==> src/rtl/rcp_top_unused_placeholder_none.sv <==
// Holds no logic; the controller lives in rcp_top and its watchdog in rcp_wdt.

==> src/rtl/rcp_pkg.sv <==
// Constants, types and the register map of the reset, clock-select and power-mode controller.
// Contract
// RULE_01 - Hard reset pin starts a device reset; all pins float while it lasts.
// RULE_02 - Firmware asks for a soft reset by writing select bits of init_control_reg.
// RULE_03 - Processor reset restarts the program counter and keeps the loaded firmware.
// RULE_04 - Whole-device soft reset acts exactly like the hard reset pin.
// RULE_05 - After a whole-device reset the firmware must be downloaded again.
// RULE_06 - Straps 000/100/101/110/111 pick 19.2 crystal, 19.2, 26, 38.4, 52 MHz.
// RULE_07 - Reference is the 19.2 MHz crystal or one supported external clock.
// RULE_08 - PLL factor follows the reference so core rates stay the same.
// RULE_09 - Watchdog can interrupt, wake the device from standby and reset the processor.
// RULE_10 - Watchdog counts a 32-kHz clock, internal or from its own pin.
// RULE_11 - Firmware can switch the watchdog off completely.
// RULE_12 - Normal mode keeps processor clock and all PLLs running.
// RULE_13 - Four low-power levels exist: suspend with PHY, without PHY, standby, power-down.
// RULE_14 - Power-on reset is held at least 1 ms with stable supplies; the code only stretches the pin by DEV_RST_CYC (16 cycles, 128 ns).
// RULE_15 - Shallow suspend keeps all state and resumes where execution stopped.
// RULE_16 - Straps are sampled only during reset and frozen afterwards.
package rcp_pkg;
  localparam int CLK_HZ = 125000000;
  localparam int CLK_PERIOD_NS = 8;
  localparam int DEV_RST_HOLD_NS = 128;
  localparam int DEV_RST_CYC = (DEV_RST_HOLD_NS + CLK_PERIOD_NS - 1) / CLK_PERIOD_NS;
  localparam int CPU_RST_HOLD_NS = 64;
  localparam int CPU_RST_CYC = (CPU_RST_HOLD_NS + CLK_PERIOD_NS - 1) / CLK_PERIOD_NS;
  localparam int WD_CLK_HZ = 32768;
  localparam int WD_DIV = CLK_HZ / WD_CLK_HZ;
  localparam int HOLD_W = 5;
  localparam int CPU_W = 4;
  localparam int PRE_W = 12;
  localparam int ADDR_W = 12;
  localparam logic [ADDR_W-1:0] ADDR_INIT_CTRL = 12'h000;
  localparam logic [ADDR_W-1:0] ADDR_STATUS = 12'h004;
  localparam logic [ADDR_W-1:0] ADDR_MASK = 12'h008;
  localparam logic [ADDR_W-1:0] ADDR_WDT_CTRL = 12'h00c;
  localparam logic [ADDR_W-1:0] ADDR_WDT_LOAD = 12'h010;
  localparam logic [ADDR_W-1:0] ADDR_WDT_COUNT = 12'h014;
  localparam logic [ADDR_W-1:0] ADDR_POWER = 12'h018;
  localparam logic [ADDR_W-1:0] ADDR_CLK_STATUS = 12'h01c;
  localparam int INIT_CPU_RST_BIT = 0;
  localparam int INIT_DEV_RST_BIT = 1;
  localparam int ST_WDT_BIT = 0;
  localparam int ST_WAKE_BIT = 1;
  localparam int WDT_EN_BIT = 0;
  localparam int WDT_RST_EN_BIT = 1;
  localparam int WDT_EXT_BIT = 2;
  localparam logic [15:0] WDT_LOAD_RST = 16'hffff;
  localparam logic [2:0] STRAP_XTAL_19M2 = 3'h0;
  localparam logic [2:0] STRAP_CLK_19M2 = 3'h4;
  localparam logic [2:0] STRAP_CLK_26M = 3'h5;
  localparam logic [2:0] STRAP_CLK_38M4 = 3'h6;
  localparam logic [2:0] STRAP_CLK_52M = 3'h7;
  localparam logic [7:0] PLL_MULT_19M2 = 8'h82;
  localparam logic [7:0] PLL_MULT_26M = 8'h60;
  localparam logic [7:0] PLL_MULT_38M4 = 8'h41;
  localparam logic [7:0] PLL_MULT_52M = 8'h30;

  typedef enum logic [2:0] {
    LVL_NORMAL, LVL_SUSPEND_PHY_ON, LVL_SUSPEND_PHY_OFF, LVL_STANDBY, LVL_CORE_PD
  } rcp_level_e;

  typedef struct packed {
    logic [HOLD_W-1:0] hold_cnt;
    logic [CPU_W-1:0] cpu_cnt;
    logic [2:0] straps;
    logic [7:0] pll_mult;
    logic clk_ok;
    logic xtal_en;
    rcp_level_e level;
    logic [1:0] status;
    logic [1:0] mask;
    logic wdt_en;
    logic wdt_rst_en;
    logic wdt_ext;
    logic [15:0] wdt_load;
    logic kick;
    logic [31:0] prdata;
    logic pready;
    logic pslverr;
    logic irq;
    logic io_hiz;
    logic cpu_rst;
    logic cpu_clk_en;
    logic pll_en;
    logic phy_en;
    logic core_pwr_en;
  } rcp_core_s;

  localparam rcp_core_s CORE_RST = '{hold_cnt: HOLD_W'(DEV_RST_CYC), cpu_cnt: '0, straps: '0,
    pll_mult: '0, clk_ok: 1'b0, xtal_en: 1'b0, level: LVL_NORMAL, status: 2'h0, mask: 2'h0,
    wdt_en: 1'b0, wdt_rst_en: 1'b0, wdt_ext: 1'b0, wdt_load: WDT_LOAD_RST, kick: 1'b0,
    prdata: 32'h0, pready: 1'b0, pslverr: 1'b0, irq: 1'b0, io_hiz: 1'b1, cpu_rst: 1'b1,
    cpu_clk_en: 1'b0, pll_en: 1'b0, phy_en: 1'b0, core_pwr_en: 1'b1};

  // Multiplier that brings every supported reference to the same PLL output; zero for an unsupported code.
  function automatic logic [7:0] pll_mult_f(input logic [2:0] straps);
    if (straps == STRAP_XTAL_19M2 || straps == STRAP_CLK_19M2) begin
      return PLL_MULT_19M2;
    end else if (straps == STRAP_CLK_26M) begin
      return PLL_MULT_26M;
    end else if (straps == STRAP_CLK_38M4) begin
      return PLL_MULT_38M4;
    end else if (straps == STRAP_CLK_52M) begin
      return PLL_MULT_52M;
    end
    return 8'h00;
  endfunction : pll_mult_f
endpackage : rcp_pkg

==> src/rtl/rcp_top.sv <==
// Reset sequencing, reference selection, watchdog and power levels behind an APB slave.
//
// The implementer's own choices: register access over APB and the register offsets.
`timescale 1ns/1ps
`default_nettype none
module rcp_top (
  input wire logic ref_clk_i,
  input wire logic rst_n_i,
  input wire logic psel_i,
  input wire logic penable_i,
  input wire logic pwrite_i,
  input wire logic [rcp_pkg::ADDR_W-1:0] paddr_i,
  input wire logic [31:0] pwdata_i,
  output logic [31:0] prdata_o,
  output logic pready_o,
  output logic pslverr_o,
  input wire logic [2:0] ref_freq_select_straps_i,
  input wire logic watchdog_clock_in_pin_i,
  input wire logic wake_i,
  output logic io_hiz_o,
  output logic cpu_rst_o,
  output logic fw_reload_o,
  output logic [7:0] pll_mult_o,
  output logic ref_ok_o,
  output logic osc_en_o,
  output logic cpu_clk_en_o,
  output logic pll_en_o,
  output logic phy_en_o,
  output logic core_pwr_en_o,
  output logic [2:0] power_level_o,
  output logic irq_o
);
  import rcp_pkg::*;

  rcp_core_s core_reg;
  rcp_core_s core_next;
  logic [15:0] wdt_count;
  logic wdt_expire;
  logic wdt_run;
  logic setup;
  logic wr_done;
  logic [1:0] st_set;
  logic [1:0] st_clr;
  logic mapped;
  logic [31:0] rd_data;

  assign wdt_run = core_reg.wdt_en && !core_reg.io_hiz && core_reg.level != LVL_CORE_PD;

  rcp_wdt u_wdt (
    .ref_clk_i(ref_clk_i),
    .rst_n_i(rst_n_i),
    .en_i(wdt_run),
    .ext_sel_i(core_reg.wdt_ext),
    .ext_clk_i(watchdog_clock_in_pin_i),
    .kick_i(core_reg.kick),
    .load_i(core_reg.wdt_load),
    .count_o(wdt_count),
    .expire_o(wdt_expire)
  );

  always_comb begin
    setup = psel_i && !penable_i;
    wr_done = psel_i && penable_i && pwrite_i && core_reg.pready;
    mapped = 1'b1;
    rd_data = 32'h0;
    if (paddr_i == ADDR_INIT_CTRL) begin
      rd_data = {30'h0, core_reg.io_hiz, core_reg.cpu_rst};
    end else if (paddr_i == ADDR_STATUS) begin
      rd_data = {30'h0, core_reg.status};
    end else if (paddr_i == ADDR_MASK) begin
      rd_data = {30'h0, core_reg.mask};
    end else if (paddr_i == ADDR_WDT_CTRL) begin
      rd_data = {29'h0, core_reg.wdt_ext, core_reg.wdt_rst_en, core_reg.wdt_en};
    end else if (paddr_i == ADDR_WDT_LOAD) begin
      rd_data = {16'h0, core_reg.wdt_load};
    end else if (paddr_i == ADDR_WDT_COUNT) begin
      rd_data = {16'h0, wdt_count};
    end else if (paddr_i == ADDR_POWER) begin
      rd_data = {29'h0, core_reg.level};
    end else if (paddr_i == ADDR_CLK_STATUS) begin
      rd_data = {16'h0, core_reg.pll_mult, 2'h0, core_reg.xtal_en, core_reg.clk_ok, 1'b0, core_reg.straps};
    end else begin
      mapped = 1'b0;
    end
  end

  always_comb begin
    core_next = core_reg;
    core_next.kick = 1'b0;
    st_set = 2'h0;
    st_clr = 2'h0;
    if (core_reg.hold_cnt != '0) begin
      // Whole-device reset in progress: everything returns to reset values and the straps are watched.
      core_next = CORE_RST; // [RULE_01] [RULE_04]
      core_next.hold_cnt = core_reg.hold_cnt - HOLD_W'(1);
      core_next.straps = ref_freq_select_straps_i; // [RULE_16]
    end else begin
      core_next.pready = setup;
      core_next.pslverr = setup && !mapped;
      core_next.prdata = (setup && !pwrite_i) ? rd_data : 32'h0;
      if (core_reg.cpu_cnt != '0) begin
        core_next.cpu_cnt = core_reg.cpu_cnt - CPU_W'(1);
      end
      if (wr_done) begin
        if (paddr_i == ADDR_INIT_CTRL) begin
          if (pwdata_i[INIT_DEV_RST_BIT]) begin
            core_next.hold_cnt = HOLD_W'(DEV_RST_CYC); // [RULE_02] [RULE_04] [RULE_05]
          end
          if (pwdata_i[INIT_CPU_RST_BIT]) begin
            core_next.cpu_cnt = CPU_W'(CPU_RST_CYC); // [RULE_02] [RULE_03]
          end
        end else if (paddr_i == ADDR_STATUS) begin
          st_clr = pwdata_i[1:0];
        end else if (paddr_i == ADDR_MASK) begin
          core_next.mask = pwdata_i[1:0];
        end else if (paddr_i == ADDR_WDT_CTRL) begin
          core_next.wdt_en = pwdata_i[WDT_EN_BIT]; // [RULE_11]
          core_next.wdt_rst_en = pwdata_i[WDT_RST_EN_BIT];
          core_next.wdt_ext = pwdata_i[WDT_EXT_BIT]; // [RULE_10]
        end else if (paddr_i == ADDR_WDT_LOAD) begin
          core_next.wdt_load = pwdata_i[15:0];
          core_next.kick = 1'b1;
        end else if (paddr_i == ADDR_POWER) begin
          if (pwdata_i[2:0] <= 3'(LVL_CORE_PD)) begin
            core_next.level = rcp_level_e'(pwdata_i[2:0]); // [RULE_13]
          end
        end
      end
      if (wdt_expire) begin
        st_set[ST_WDT_BIT] = 1'b1; // [RULE_09]
        if (core_reg.wdt_rst_en) begin
          core_next.cpu_cnt = CPU_W'(CPU_RST_CYC); // [RULE_09]
        end
        if (core_reg.level == LVL_STANDBY) begin
          core_next.level = LVL_NORMAL; // [RULE_09]
          st_set[ST_WAKE_BIT] = 1'b1;
        end
      end
      // Suspend and standby keep all state, so a wake simply resumes normal operation.
      if (wake_i && core_reg.level != LVL_NORMAL && core_reg.level != LVL_CORE_PD) begin
        core_next.level = LVL_NORMAL; // [RULE_15]
        st_set[ST_WAKE_BIT] = 1'b1;
      end
      core_next.status = (core_reg.status & ~st_clr) | st_set;
    end
    core_next.pll_mult = pll_mult_f(core_next.straps); // [RULE_06] [RULE_08]
    core_next.clk_ok = core_next.pll_mult != 8'h00; // [RULE_07]
    core_next.xtal_en = core_next.straps == STRAP_XTAL_19M2; // [RULE_06]
    core_next.io_hiz = core_next.hold_cnt != '0; // [RULE_01]
    core_next.cpu_rst = core_next.io_hiz || core_next.cpu_cnt != '0; // [RULE_03]
    core_next.irq = |(core_next.status & core_next.mask);
    core_next.cpu_clk_en = core_next.level == LVL_NORMAL; // [RULE_12]
    core_next.pll_en = core_next.level == LVL_NORMAL; // [RULE_12]
    core_next.phy_en = core_next.level == LVL_NORMAL || core_next.level == LVL_SUSPEND_PHY_ON; // [RULE_13]
    core_next.core_pwr_en = core_next.level != LVL_CORE_PD; // [RULE_13]
  end

  // The sync reset reloads the hold counter, so a pin reset of any length is stretched alike.
  always_ff @(posedge ref_clk_i) begin
    if (!rst_n_i) begin
      core_reg <= CORE_RST; // [RULE_01] [RULE_14]
    end else begin
      core_reg <= core_next;
    end
  end

  assign prdata_o = core_reg.prdata;
  assign pready_o = core_reg.pready;
  assign pslverr_o = core_reg.pslverr;
  assign io_hiz_o = core_reg.io_hiz;
  assign cpu_rst_o = core_reg.cpu_rst;
  assign fw_reload_o = core_reg.io_hiz;
  assign pll_mult_o = core_reg.pll_mult;
  assign ref_ok_o = core_reg.clk_ok;
  assign osc_en_o = core_reg.xtal_en;
  assign cpu_clk_en_o = core_reg.cpu_clk_en;
  assign pll_en_o = core_reg.pll_en;
  assign phy_en_o = core_reg.phy_en;
  assign core_pwr_en_o = core_reg.core_pwr_en;
  assign power_level_o = core_reg.level;
  assign irq_o = core_reg.irq;
endmodule : rcp_top
`default_nettype wire

==> src/rtl/rcp_wdt.sv <==
// Watchdog counter running on 32-kHz ticks from an internal divider or the dedicated pin.
`timescale 1ns/1ps
`default_nettype none
module rcp_wdt (
  input wire logic ref_clk_i,
  input wire logic rst_n_i,
  input wire logic en_i,
  input wire logic ext_sel_i,
  input wire logic ext_clk_i,
  input wire logic kick_i,
  input wire logic [15:0] load_i,
  output logic [15:0] count_o,
  output logic expire_o
);
  import rcp_pkg::*;

  typedef struct packed {
    logic [PRE_W-1:0] pre;
    logic ext_prev;
    logic [15:0] count;
    logic expire;
  } rcp_wdt_s;

  rcp_wdt_s wdt_reg;
  rcp_wdt_s wdt_next;
  logic tick;

  // The tick comes from the pin's rising edge or from the divider wrapping.
  always_comb begin
    wdt_next = wdt_reg;
    wdt_next.ext_prev = ext_clk_i;
    wdt_next.expire = 1'b0;
    if (wdt_reg.pre == PRE_W'(WD_DIV - 1)) begin
      wdt_next.pre = '0;
    end else begin
      wdt_next.pre = wdt_reg.pre + PRE_W'(1);
    end
    tick = ext_sel_i ? (ext_clk_i && !wdt_reg.ext_prev) : (wdt_reg.pre == PRE_W'(WD_DIV - 1)); // [RULE_10]
    if (!en_i || kick_i) begin
      wdt_next.count = load_i; // [RULE_11]
    end else if (tick) begin
      if (wdt_reg.count == 16'h0000) begin
        wdt_next.expire = 1'b1;
        wdt_next.count = load_i;
      end else begin
        wdt_next.count = wdt_reg.count - 16'h0001;
      end
    end
  end

  always_ff @(posedge ref_clk_i) begin
    if (!rst_n_i) begin
      wdt_reg <= '{pre: '0, ext_prev: 1'b0, count: WDT_LOAD_RST, expire: 1'b0};
    end else begin
      wdt_reg <= wdt_next;
    end
  end

  assign count_o = wdt_reg.count;
  assign expire_o = wdt_reg.expire;
endmodule : rcp_wdt
`default_nettype wire

==> config.mk <==
export PLATFORM = sky130hd
export DESIGN_NAME = rcp_top
export DESIGN_NICKNAME = d
export VERILOG_FILES = /design/src/rtl/rcp_top_unused_placeholder_none.sv /design/src/rtl/rcp_pkg.sv /design/src/rtl/rcp_top.sv /design/src/rtl/rcp_wdt.sv
export SDC_FILE = /design/constraint.sdc
export NUM_CORES = 1
export LEC_CHECK = 0
export BUFFER_PORTS_ARGS = -buffer_cell sky130_fd_sc_hd__buf_2
export CORE_MARGIN = 2
export CORE_UTILIZATION = 50
export DETAILED_ROUTE_END_ITERATION = 6
export GPL_TIMING_DRIVEN = 0
export HOLD_SLACK_MARGIN = 0.06
export PLACE_DENSITY = 0.84
export SETUP_SLACK_MARGIN = 0.4
export SLEW_MARGIN = 20
export SYNTH_ARGS = -nofsm -noshare
export SYNTH_HDL_FRONTEND = slang
export SYNTH_SLANG_ARGS = --single-unit
==> constraint.sdc <==
create_clock -name ref_clk_i -period 5.55 [get_ports ref_clk_i]
set_input_delay 0.555 -clock ref_clk_i [delete_from_list [all_inputs] [get_ports ref_clk_i]]
set_output_delay 0.555 -clock ref_clk_i [all_outputs]
set_load 0.05 [all_outputs]
==> reports/results.ini, run 1 <==
[final_layout]
num-fill-cells = 878
multi_input_area_mm2 = 0.00251
mostFrequentLayoutCells = dfxtp_1 (100), buf_2 (79), nor2_1 (74), nand2_1 (70), buf_4 (46)
final_core_util_pct = 58.9
nets = 762
seqCellArea_mm2 = 0.00200
largest_reg_flops = 36
antenna_cells = 0
drive_gt1_share_pct = 22.1
final_cells = 840
area_growth_pct = 15.4
mostFrequentLayoutCell = dfxtp_1

[clock_tree]
clk_pin_slew_ns = 0.11
clock_latency_ns = 0.37
cts_sinks = 100
cts_max_level = 3
cts_tree = done
cts.repair.resized = 0
clockRootBuffer = clkbuf_8
numCtsBuffers = 9
cts_buffer_depth = 2
ctsHoldBuffers = 0
postCtsSetupBuffers = 0

[logic_synthesis]
syn_area_mm2 = 0.00494
synth_edf_count = 0
synth_top_cell_area_share_pct = 40.5
yosysWarnings = 0
synth_area_leader_cell = dfxtp_1
synth-main-ff-cell = dfxtp_1
synthArstFlopShare_pct = 0
postSynthCellCount = 603
avgSynthCellArea_um2 = 8.20
ys_ff_latch = 100
yosysSeqAreaShare_pct = 40.5
synth_cell_types = 55
netlist_top_cells_area = dfxtp_1 (40%), buf_4 (7.0%), nor2_1 (5.6%)

[routing]
viasPerCell = 5.51
postRouteAntennaNets = 0
vias = 4632
drc_errors = 0
wl_per_cell_um = 15.5
wl_mm = 13.0
drtIter0Drc = 295
drt_first_pass_iters = 5

[critical_path]
crit_path_frequent_cell = inv_1
crit_path_max_fanout = 10
path_delay_family = simple AND/OR/NAND/NOR gates
critPathLaunch = core_reg[85]$_SDFF_PN0_
arrival_ns = 3.22
crit_cells = 10
critPathMaxStageDelay_ns = 0.56
critical_path.slowest_cell = nor2_2
path_buf_inv = 2
r2r_cells = 10
cp_cell_sequence = inv_1 -> ha_1 -> and2b_1 -> nand2_1 -> nor2_2 -> nand3b_1 -> inv_1 -> nand3_1 -> a21oi_1 -> o221a_2
crit_path_end_kind = flip-flop
start_kind = flip-flop
critical_path_class = flip-flop to flip-flop
worstReg2RegStart = core_reg[85]$_SDFF_PN0_
required_ns = 5.86

[global_routing]
grt_use_total_pct = 25.0
grt_overflow = 0
grt_first_pass_wirelength_mm = 20.8
grt_pass1_vias = 4382
grt_antenna_before_repair = 0
grt_max_degree = 17

[power_and_ir_drop]
power_density_mw_per_mm2 = 270
vdd.ir_drop.worst_v = 0.000165
power.leakage_uw = 0.00253

[run]
max_cap_violations = 0

[sta]
timing.final.ws_setup_ns = 2.64
drv_slew = 0
setup_violations = 0
rsz0062_at_grt = no
fin_skew_ns = 0.0163
final-hold-violation-count = 0
hold-worst-slack_ns = 0.382
finalCritPeriodShare_pct = 52.4
worst_pin_slew_ns = 0.778
setup_tns_ns = 0
relSlewSlack_pct = 48.1
fmax_mhz = 344
period_needed_ns = 2.91

[placed_design]
post-place-ws_ns = 2.76
dp_hpwl_mm = 9.65
io_buffers = 71
placed_cells = 824
place_congestion = 0.969

[die]
pin_count = 109
die_y_um = 103
num_rows = 36
die-area_mm2 = 0.0107
start_util_pct = 51.1
dieWidth_um = 103
core_area_mm2 = 0.00968

[worst_hold_path]
hold_depth = 3
hp-start = pwdata_i[10]
hold_class = input pin to flip-flop

[outcome]
outcome = complete, no violations

[report_power, final]
group | leakage [uW] | internal [uW] | switching, uW
clock | 0.0000901 | 178 | 257
sequential | 0.000812 | 749 | 36.2
combinational | 0.00163 | 110 | 211
[Yosys cell counts, types with 5 or more instances]
library cell	n
dfxtp_1	100
nor2_1	74
nand2_1	70
buf_4	46
nand3_1	44
a21oi_1	42
nor3_1	24
mux2i_1	20
clkbuf_1	17
o21ai_0	14
xor2_1	13
inv_1	12
nand4_1	10
and2_1	9
nand2b_1	9
buf_2	8
xnor2_1	7
and3_1	6
ha_1	6
nand3b_1	6
o211ai_1	6
nor4_1	5
or3_1	5
[final cells by class]
cell class | count | area share, %
clock inverter | 5 | 0.614
sequential | 100 | 35.1
inverter | 12 | 0.789
timing repair buffer | 71 | 6.23
multi-input combinational | 436 | 44.0
tap | 133 | 2.92
buffer | 72 | 7.94
clock buffer | 11 | 2.48
[metal layers]
layer	part of all wire [%]	global-route usage, %	vias to the layer above
met1	41	31.6	2174
met4	2.4	7.79	0
met2	50	43.1	202
li1	-	-	2223
met3	6.7	5.11	33
met5	0	0	-
[tightest hold or removal path: cells and delay by family]
family,cells,cell delay [ns]
and+or+nand+nor,2,0.10
buffers and inverters,1,0.08
[logic make-up (layout without fill, tap and decap cells)]
| logic type | after synthesis | count (layout) | share of synthesized area (%) |
|---|---|---|---|
| buffers and inverters | 84 | 171 | 10.1 |
| AOI/OAI and AO/OA | 85 | 85 | 10.7 |
| muxes | 24 | 24 | 5.64 |
| and+or+nand+nor | 283 | 283 | 28.0 |
| xor gates and xnor gates | 20 | 20 | 3.54 |
| DFF | 100 | 100 | 40.5 |
| adders and majority gates | 6 | 6 | 1.52 |
| other | 1 | 18 | 0.0758 |
[final timing paths]
check / end / slack [ns]
worst max-delay path: prdata_o[9]$_SDFF_PP0_ / 2.64
worst min-delay path: core_reg[52]$_SDFFE_PP1P_ / 0.38
worst min register to register: u_wdt.wdt_reg[18]$_SDFF_PP0_ / 0.50
worst max register to register: prdata_o[9]$_SDFF_PP0_ / 2.64
[metrics by stage]
step	total power, uW	instance area [um^2]
final	1540	5710
after global routing	1610	5710
after CTS	1540	5710
after detailed placement	1120	5530
after global placement	1100	5530
after floorplan	1030	5010
Note: power is estimated with default switching activity, not from simulation.
==> run 2: changes to the inputs <==
--- a/config.mk
+++ b/config.mk
@@ -7,11 +7,11 @@
 export LEC_CHECK = 0
 export BUFFER_PORTS_ARGS = -buffer_cell sky130_fd_sc_hd__buf_2
 export CORE_MARGIN = 2
-export CORE_UTILIZATION = 50
+export CORE_UTILIZATION = 49
 export DETAILED_ROUTE_END_ITERATION = 6
 export GPL_TIMING_DRIVEN = 0
 export HOLD_SLACK_MARGIN = 0.06
-export PLACE_DENSITY = 0.84
+export PLACE_DENSITY = 0.86
 export SETUP_SLACK_MARGIN = 0.4
 export SLEW_MARGIN = 20
 export SYNTH_ARGS = -nofsm -noshare
==> constraint.sdc (replaced) <==
create_clock -name ref_clk_i -period 2.65 [get_ports ref_clk_i]
set_input_delay 0.265 -clock ref_clk_i [delete_from_list [all_inputs] [get_ports ref_clk_i]]
set_output_delay 0.265 -clock ref_clk_i [all_outputs]
set_load 0.05 [all_outputs]
==> reports/results.ini, run 2 (synthesis gave the netlist of run 1 again) <==
[outcome]
outcome = complete, no violations

[critical_path]
reg2reg_slack_ns = 0.45  ; -2.19 ns
crit_path_max_fanout = 7  ; -3
cp_cell_sequence = clkbuf_1 -> nor4_2 -> nand4_1 -> or3_4 -> a21oi_4 -> nand3b_1 -> o21a_1
required_ns = 2.92  ; -2.94 ns
arrival_ns = 2.47  ; -0.75 ns
path_buf_inv = 1  ; -1
worstReg2RegStart = u_wdt.count_o[9]$_SDFFE_PN1P_
path_delay_family = simple AND/OR/NAND/NOR gates
start_kind = flip-flop
r2r_cells = 7  ; -3
timing.rr.end = u_wdt.count_o[15]$_SDFFE_PN1P_
critPathMaxStageDelay_ns = 0.48  ; -0.08 ns
critical_path_class = flip-flop to flip-flop
crit_path_end_kind = flip-flop
critical_path.slowest_cell = or3_4

[worst_hold_path]
hold_class = input pin to flip-flop
min_to = core_reg[50]$_SDFFE_PP1P_
hp-start = pwdata_i[8]
hold_depth = 3  ; unchanged

[power_and_ir_drop]
power_density_mw_per_mm2 = 586  ; +120%
seqPwrFrac_pct = 48.1  ; -2.8 points
power.leakage_uw = 0.00260  ; +2.5%
combPwrFrac_pct = 20.4  ; -0.4 points
p_int_uw = 2400  ; +130%
vdd.ir_drop.worst_v = 0.000357  ; +120%
p_switching_uw = 1040  ; +110%
power_uw = 3440  ; +120%
power_frac_clock_pct = 31.5  ; +3.3 points
switching_share_pct = 30.3  ; -2.5 points

[routing]
drtIter0Drc = 342  ; +16%
postRouteAntennaNets = 0  ; unchanged
vias = 4624  ; -0.17%
wl_per_cell_um = 15.2  ; -1.9%
wl_mm = 12.8  ; -1.5%
drc_errors = 0  ; unchanged
viasPerCell = 5.48  ; -0.65%
drt_first_pass_iters = 5  ; unchanged

[final_layout]
antenna_cells = 0  ; unchanged
seqCellArea_mm2 = 0.00200  ; about the same
mostFrequentLayoutCells = dfxtp_1 (99), buf_2 (78), nor2_1 (73), nand2_1 (69), buf_4 (50)
largest_reg_flops = 36  ; unchanged
area_growth_pct = 18.7
final_core_util_pct = 60.0  ; +1.1 points
nets = 767  ; +0.66%
num-fill-cells = 868  ; -1.1%
mostFrequentLayoutCell = dfxtp_1
multi_input_area_mm2 = 0.00258  ; +3.0%
drive_gt1_share_pct = 24.3  ; +2.3 points

[clock_tree]
clockRootBuffer = clkbuf_8
ctsHoldBuffers = 0  ; unchanged
numCtsBuffers = 9  ; unchanged
cts_sinks = 100  ; unchanged
cts_max_level = 3  ; unchanged
clock_latency_ns = 0.38  ; about the same
cts_tree = done
cts_buffer_depth = 2  ; unchanged
clk_pin_slew_ns = 0.09  ; -0.02 ns

[placed_design]
place_congestion = 0.954  ; -1.5%
dp_hpwl_mm = 9.25  ; -4.1%
io_buffers = 71  ; unchanged

[die]
pin_count = 109  ; unchanged
start_util_pct = 50.6  ; -0.47 points
die_y_um = 104  ; +0.98%
num_rows = 36  ; unchanged
dieWidth_um = 104  ; +0.98%
core_area_mm2 = 0.00977  ; +0.93%
die-area_mm2 = 0.0109  ; +2.0%

[sta]
setup_violations = 0  ; unchanged
relSlewSlack_pct = 51.1  ; +3.0 points
finalCritPeriodShare_pct = 83.0  ; +31 points
drv_slew = 0  ; unchanged
worst_pin_slew_ns = 0.733  ; -0.0451 ns
fin_skew_ns = 0.0112  ; -0.00507 ns
period_needed_ns = 2.20  ; -0.707 ns
fmax_mhz = 455  ; +32%
final-hold-violation-count = 0  ; unchanged
rsz0062_at_grt = no

[global_routing]
grt_max_degree = 16  ; -1
grt_first_pass_wirelength_mm = 20.8  ; -0.33%
grt_pass1_vias = 4366  ; -0.37%
grt_antenna_before_repair = 0  ; unchanged
grt_use_total_pct = 23.6  ; -1.5 points
grt_overflow = 0  ; unchanged

[run]
max_cap_violations = 0  ; unchanged

## run 2: worst min-delay path, delay by kind of cell
kind,cells,cell delay (ns)
and+or+nand+nor,2,0.11
buffers and inverters,1,0.07
## run 2: repair_timing
item	4_1_cts	5_1_grt
setup endpoints to repair	33	39
setup buffers	2	2
pin swaps	1	2
gates cloned	0	1
gates resized for setup	5	15
## run 2: worst max-delay path by stage
stage,startpoint,endpoint,slack (ns),cells past startpoint
finish,u_wdt.count_o[9]$_SDFFE_PN1P_,u_wdt.count_o[15]$_SDFFE_PN1P_,0.45,7
global route,u_wdt.count_o[9]$_SDFFE_PN1P_,u_wdt.count_o[15]$_SDFFE_PN1P_,0.36,7
CTS,core_reg[85]$_SDFF_PN0_,prdata_o[10]$_SDFF_PP0_,0.39,10
detailed placement,core_reg[85]$_SDFF_PN0_,prdata_o[10]$_SDFF_PP0_,-0.05,10
global placement,core_reg[85]$_SDFF_PN0_,prdata_o[15]$_SDFF_PP0_,0.05,10
floorplan,pready_o$_SDFF_PP0_,core_pwr_en_o$_SDFF_PN1_,0.60,6
## run 2: final cells by class
type	count	share of cell area, %
sequential	100	34.1
inverter	12	0.768
timing repair buffer	75	6.57
multi-input combinational	437	44.0
clock inverter	4	1.24
clock buffer	11	2.58
tap	133	2.84
buffer	72	7.85
## run 2: stage by stage
| step | TNS, ns | setup slack (ns) | hold WS [ns] | instances | cell area [um^2] |
|---|---|---|---|---|---|
| after floorplan | 0 | 0.603 | 0.387 | 620 | 5010 |
| after global routing | 0 | 0.355 | 0.0929 | 844 | 5870 |
| after global placement | 0 | 0.0462 | 0.458 | 824 | 5530 |
| after detailed placement | -0.237 | -0.0547 | 0.472 | 824 | 5530 |
| final | 0 | 0.451 | 0.0917 | 844 | 5870 |
| after CTS | 0 | 0.387 | 0.0846 | 841 | 5800 |
## run 2: power groups by stage
stage	Sequential [uW]	Clock, uW	Combinational, uW
finish	1660	1080	701
global route	1660	1150	764
global placement	1670	0	630
detailed placement	1670	0	648
CTS	1640	1100	670
floorplan	1690	0	471
## run 2: metal layers
metal  GRT usage (%)  part of all wire [%]
met5               0                     0
met3            7.14                   8.2
met2            41.5                    51
met1            27.2                    39
met4            7.72                   1.6
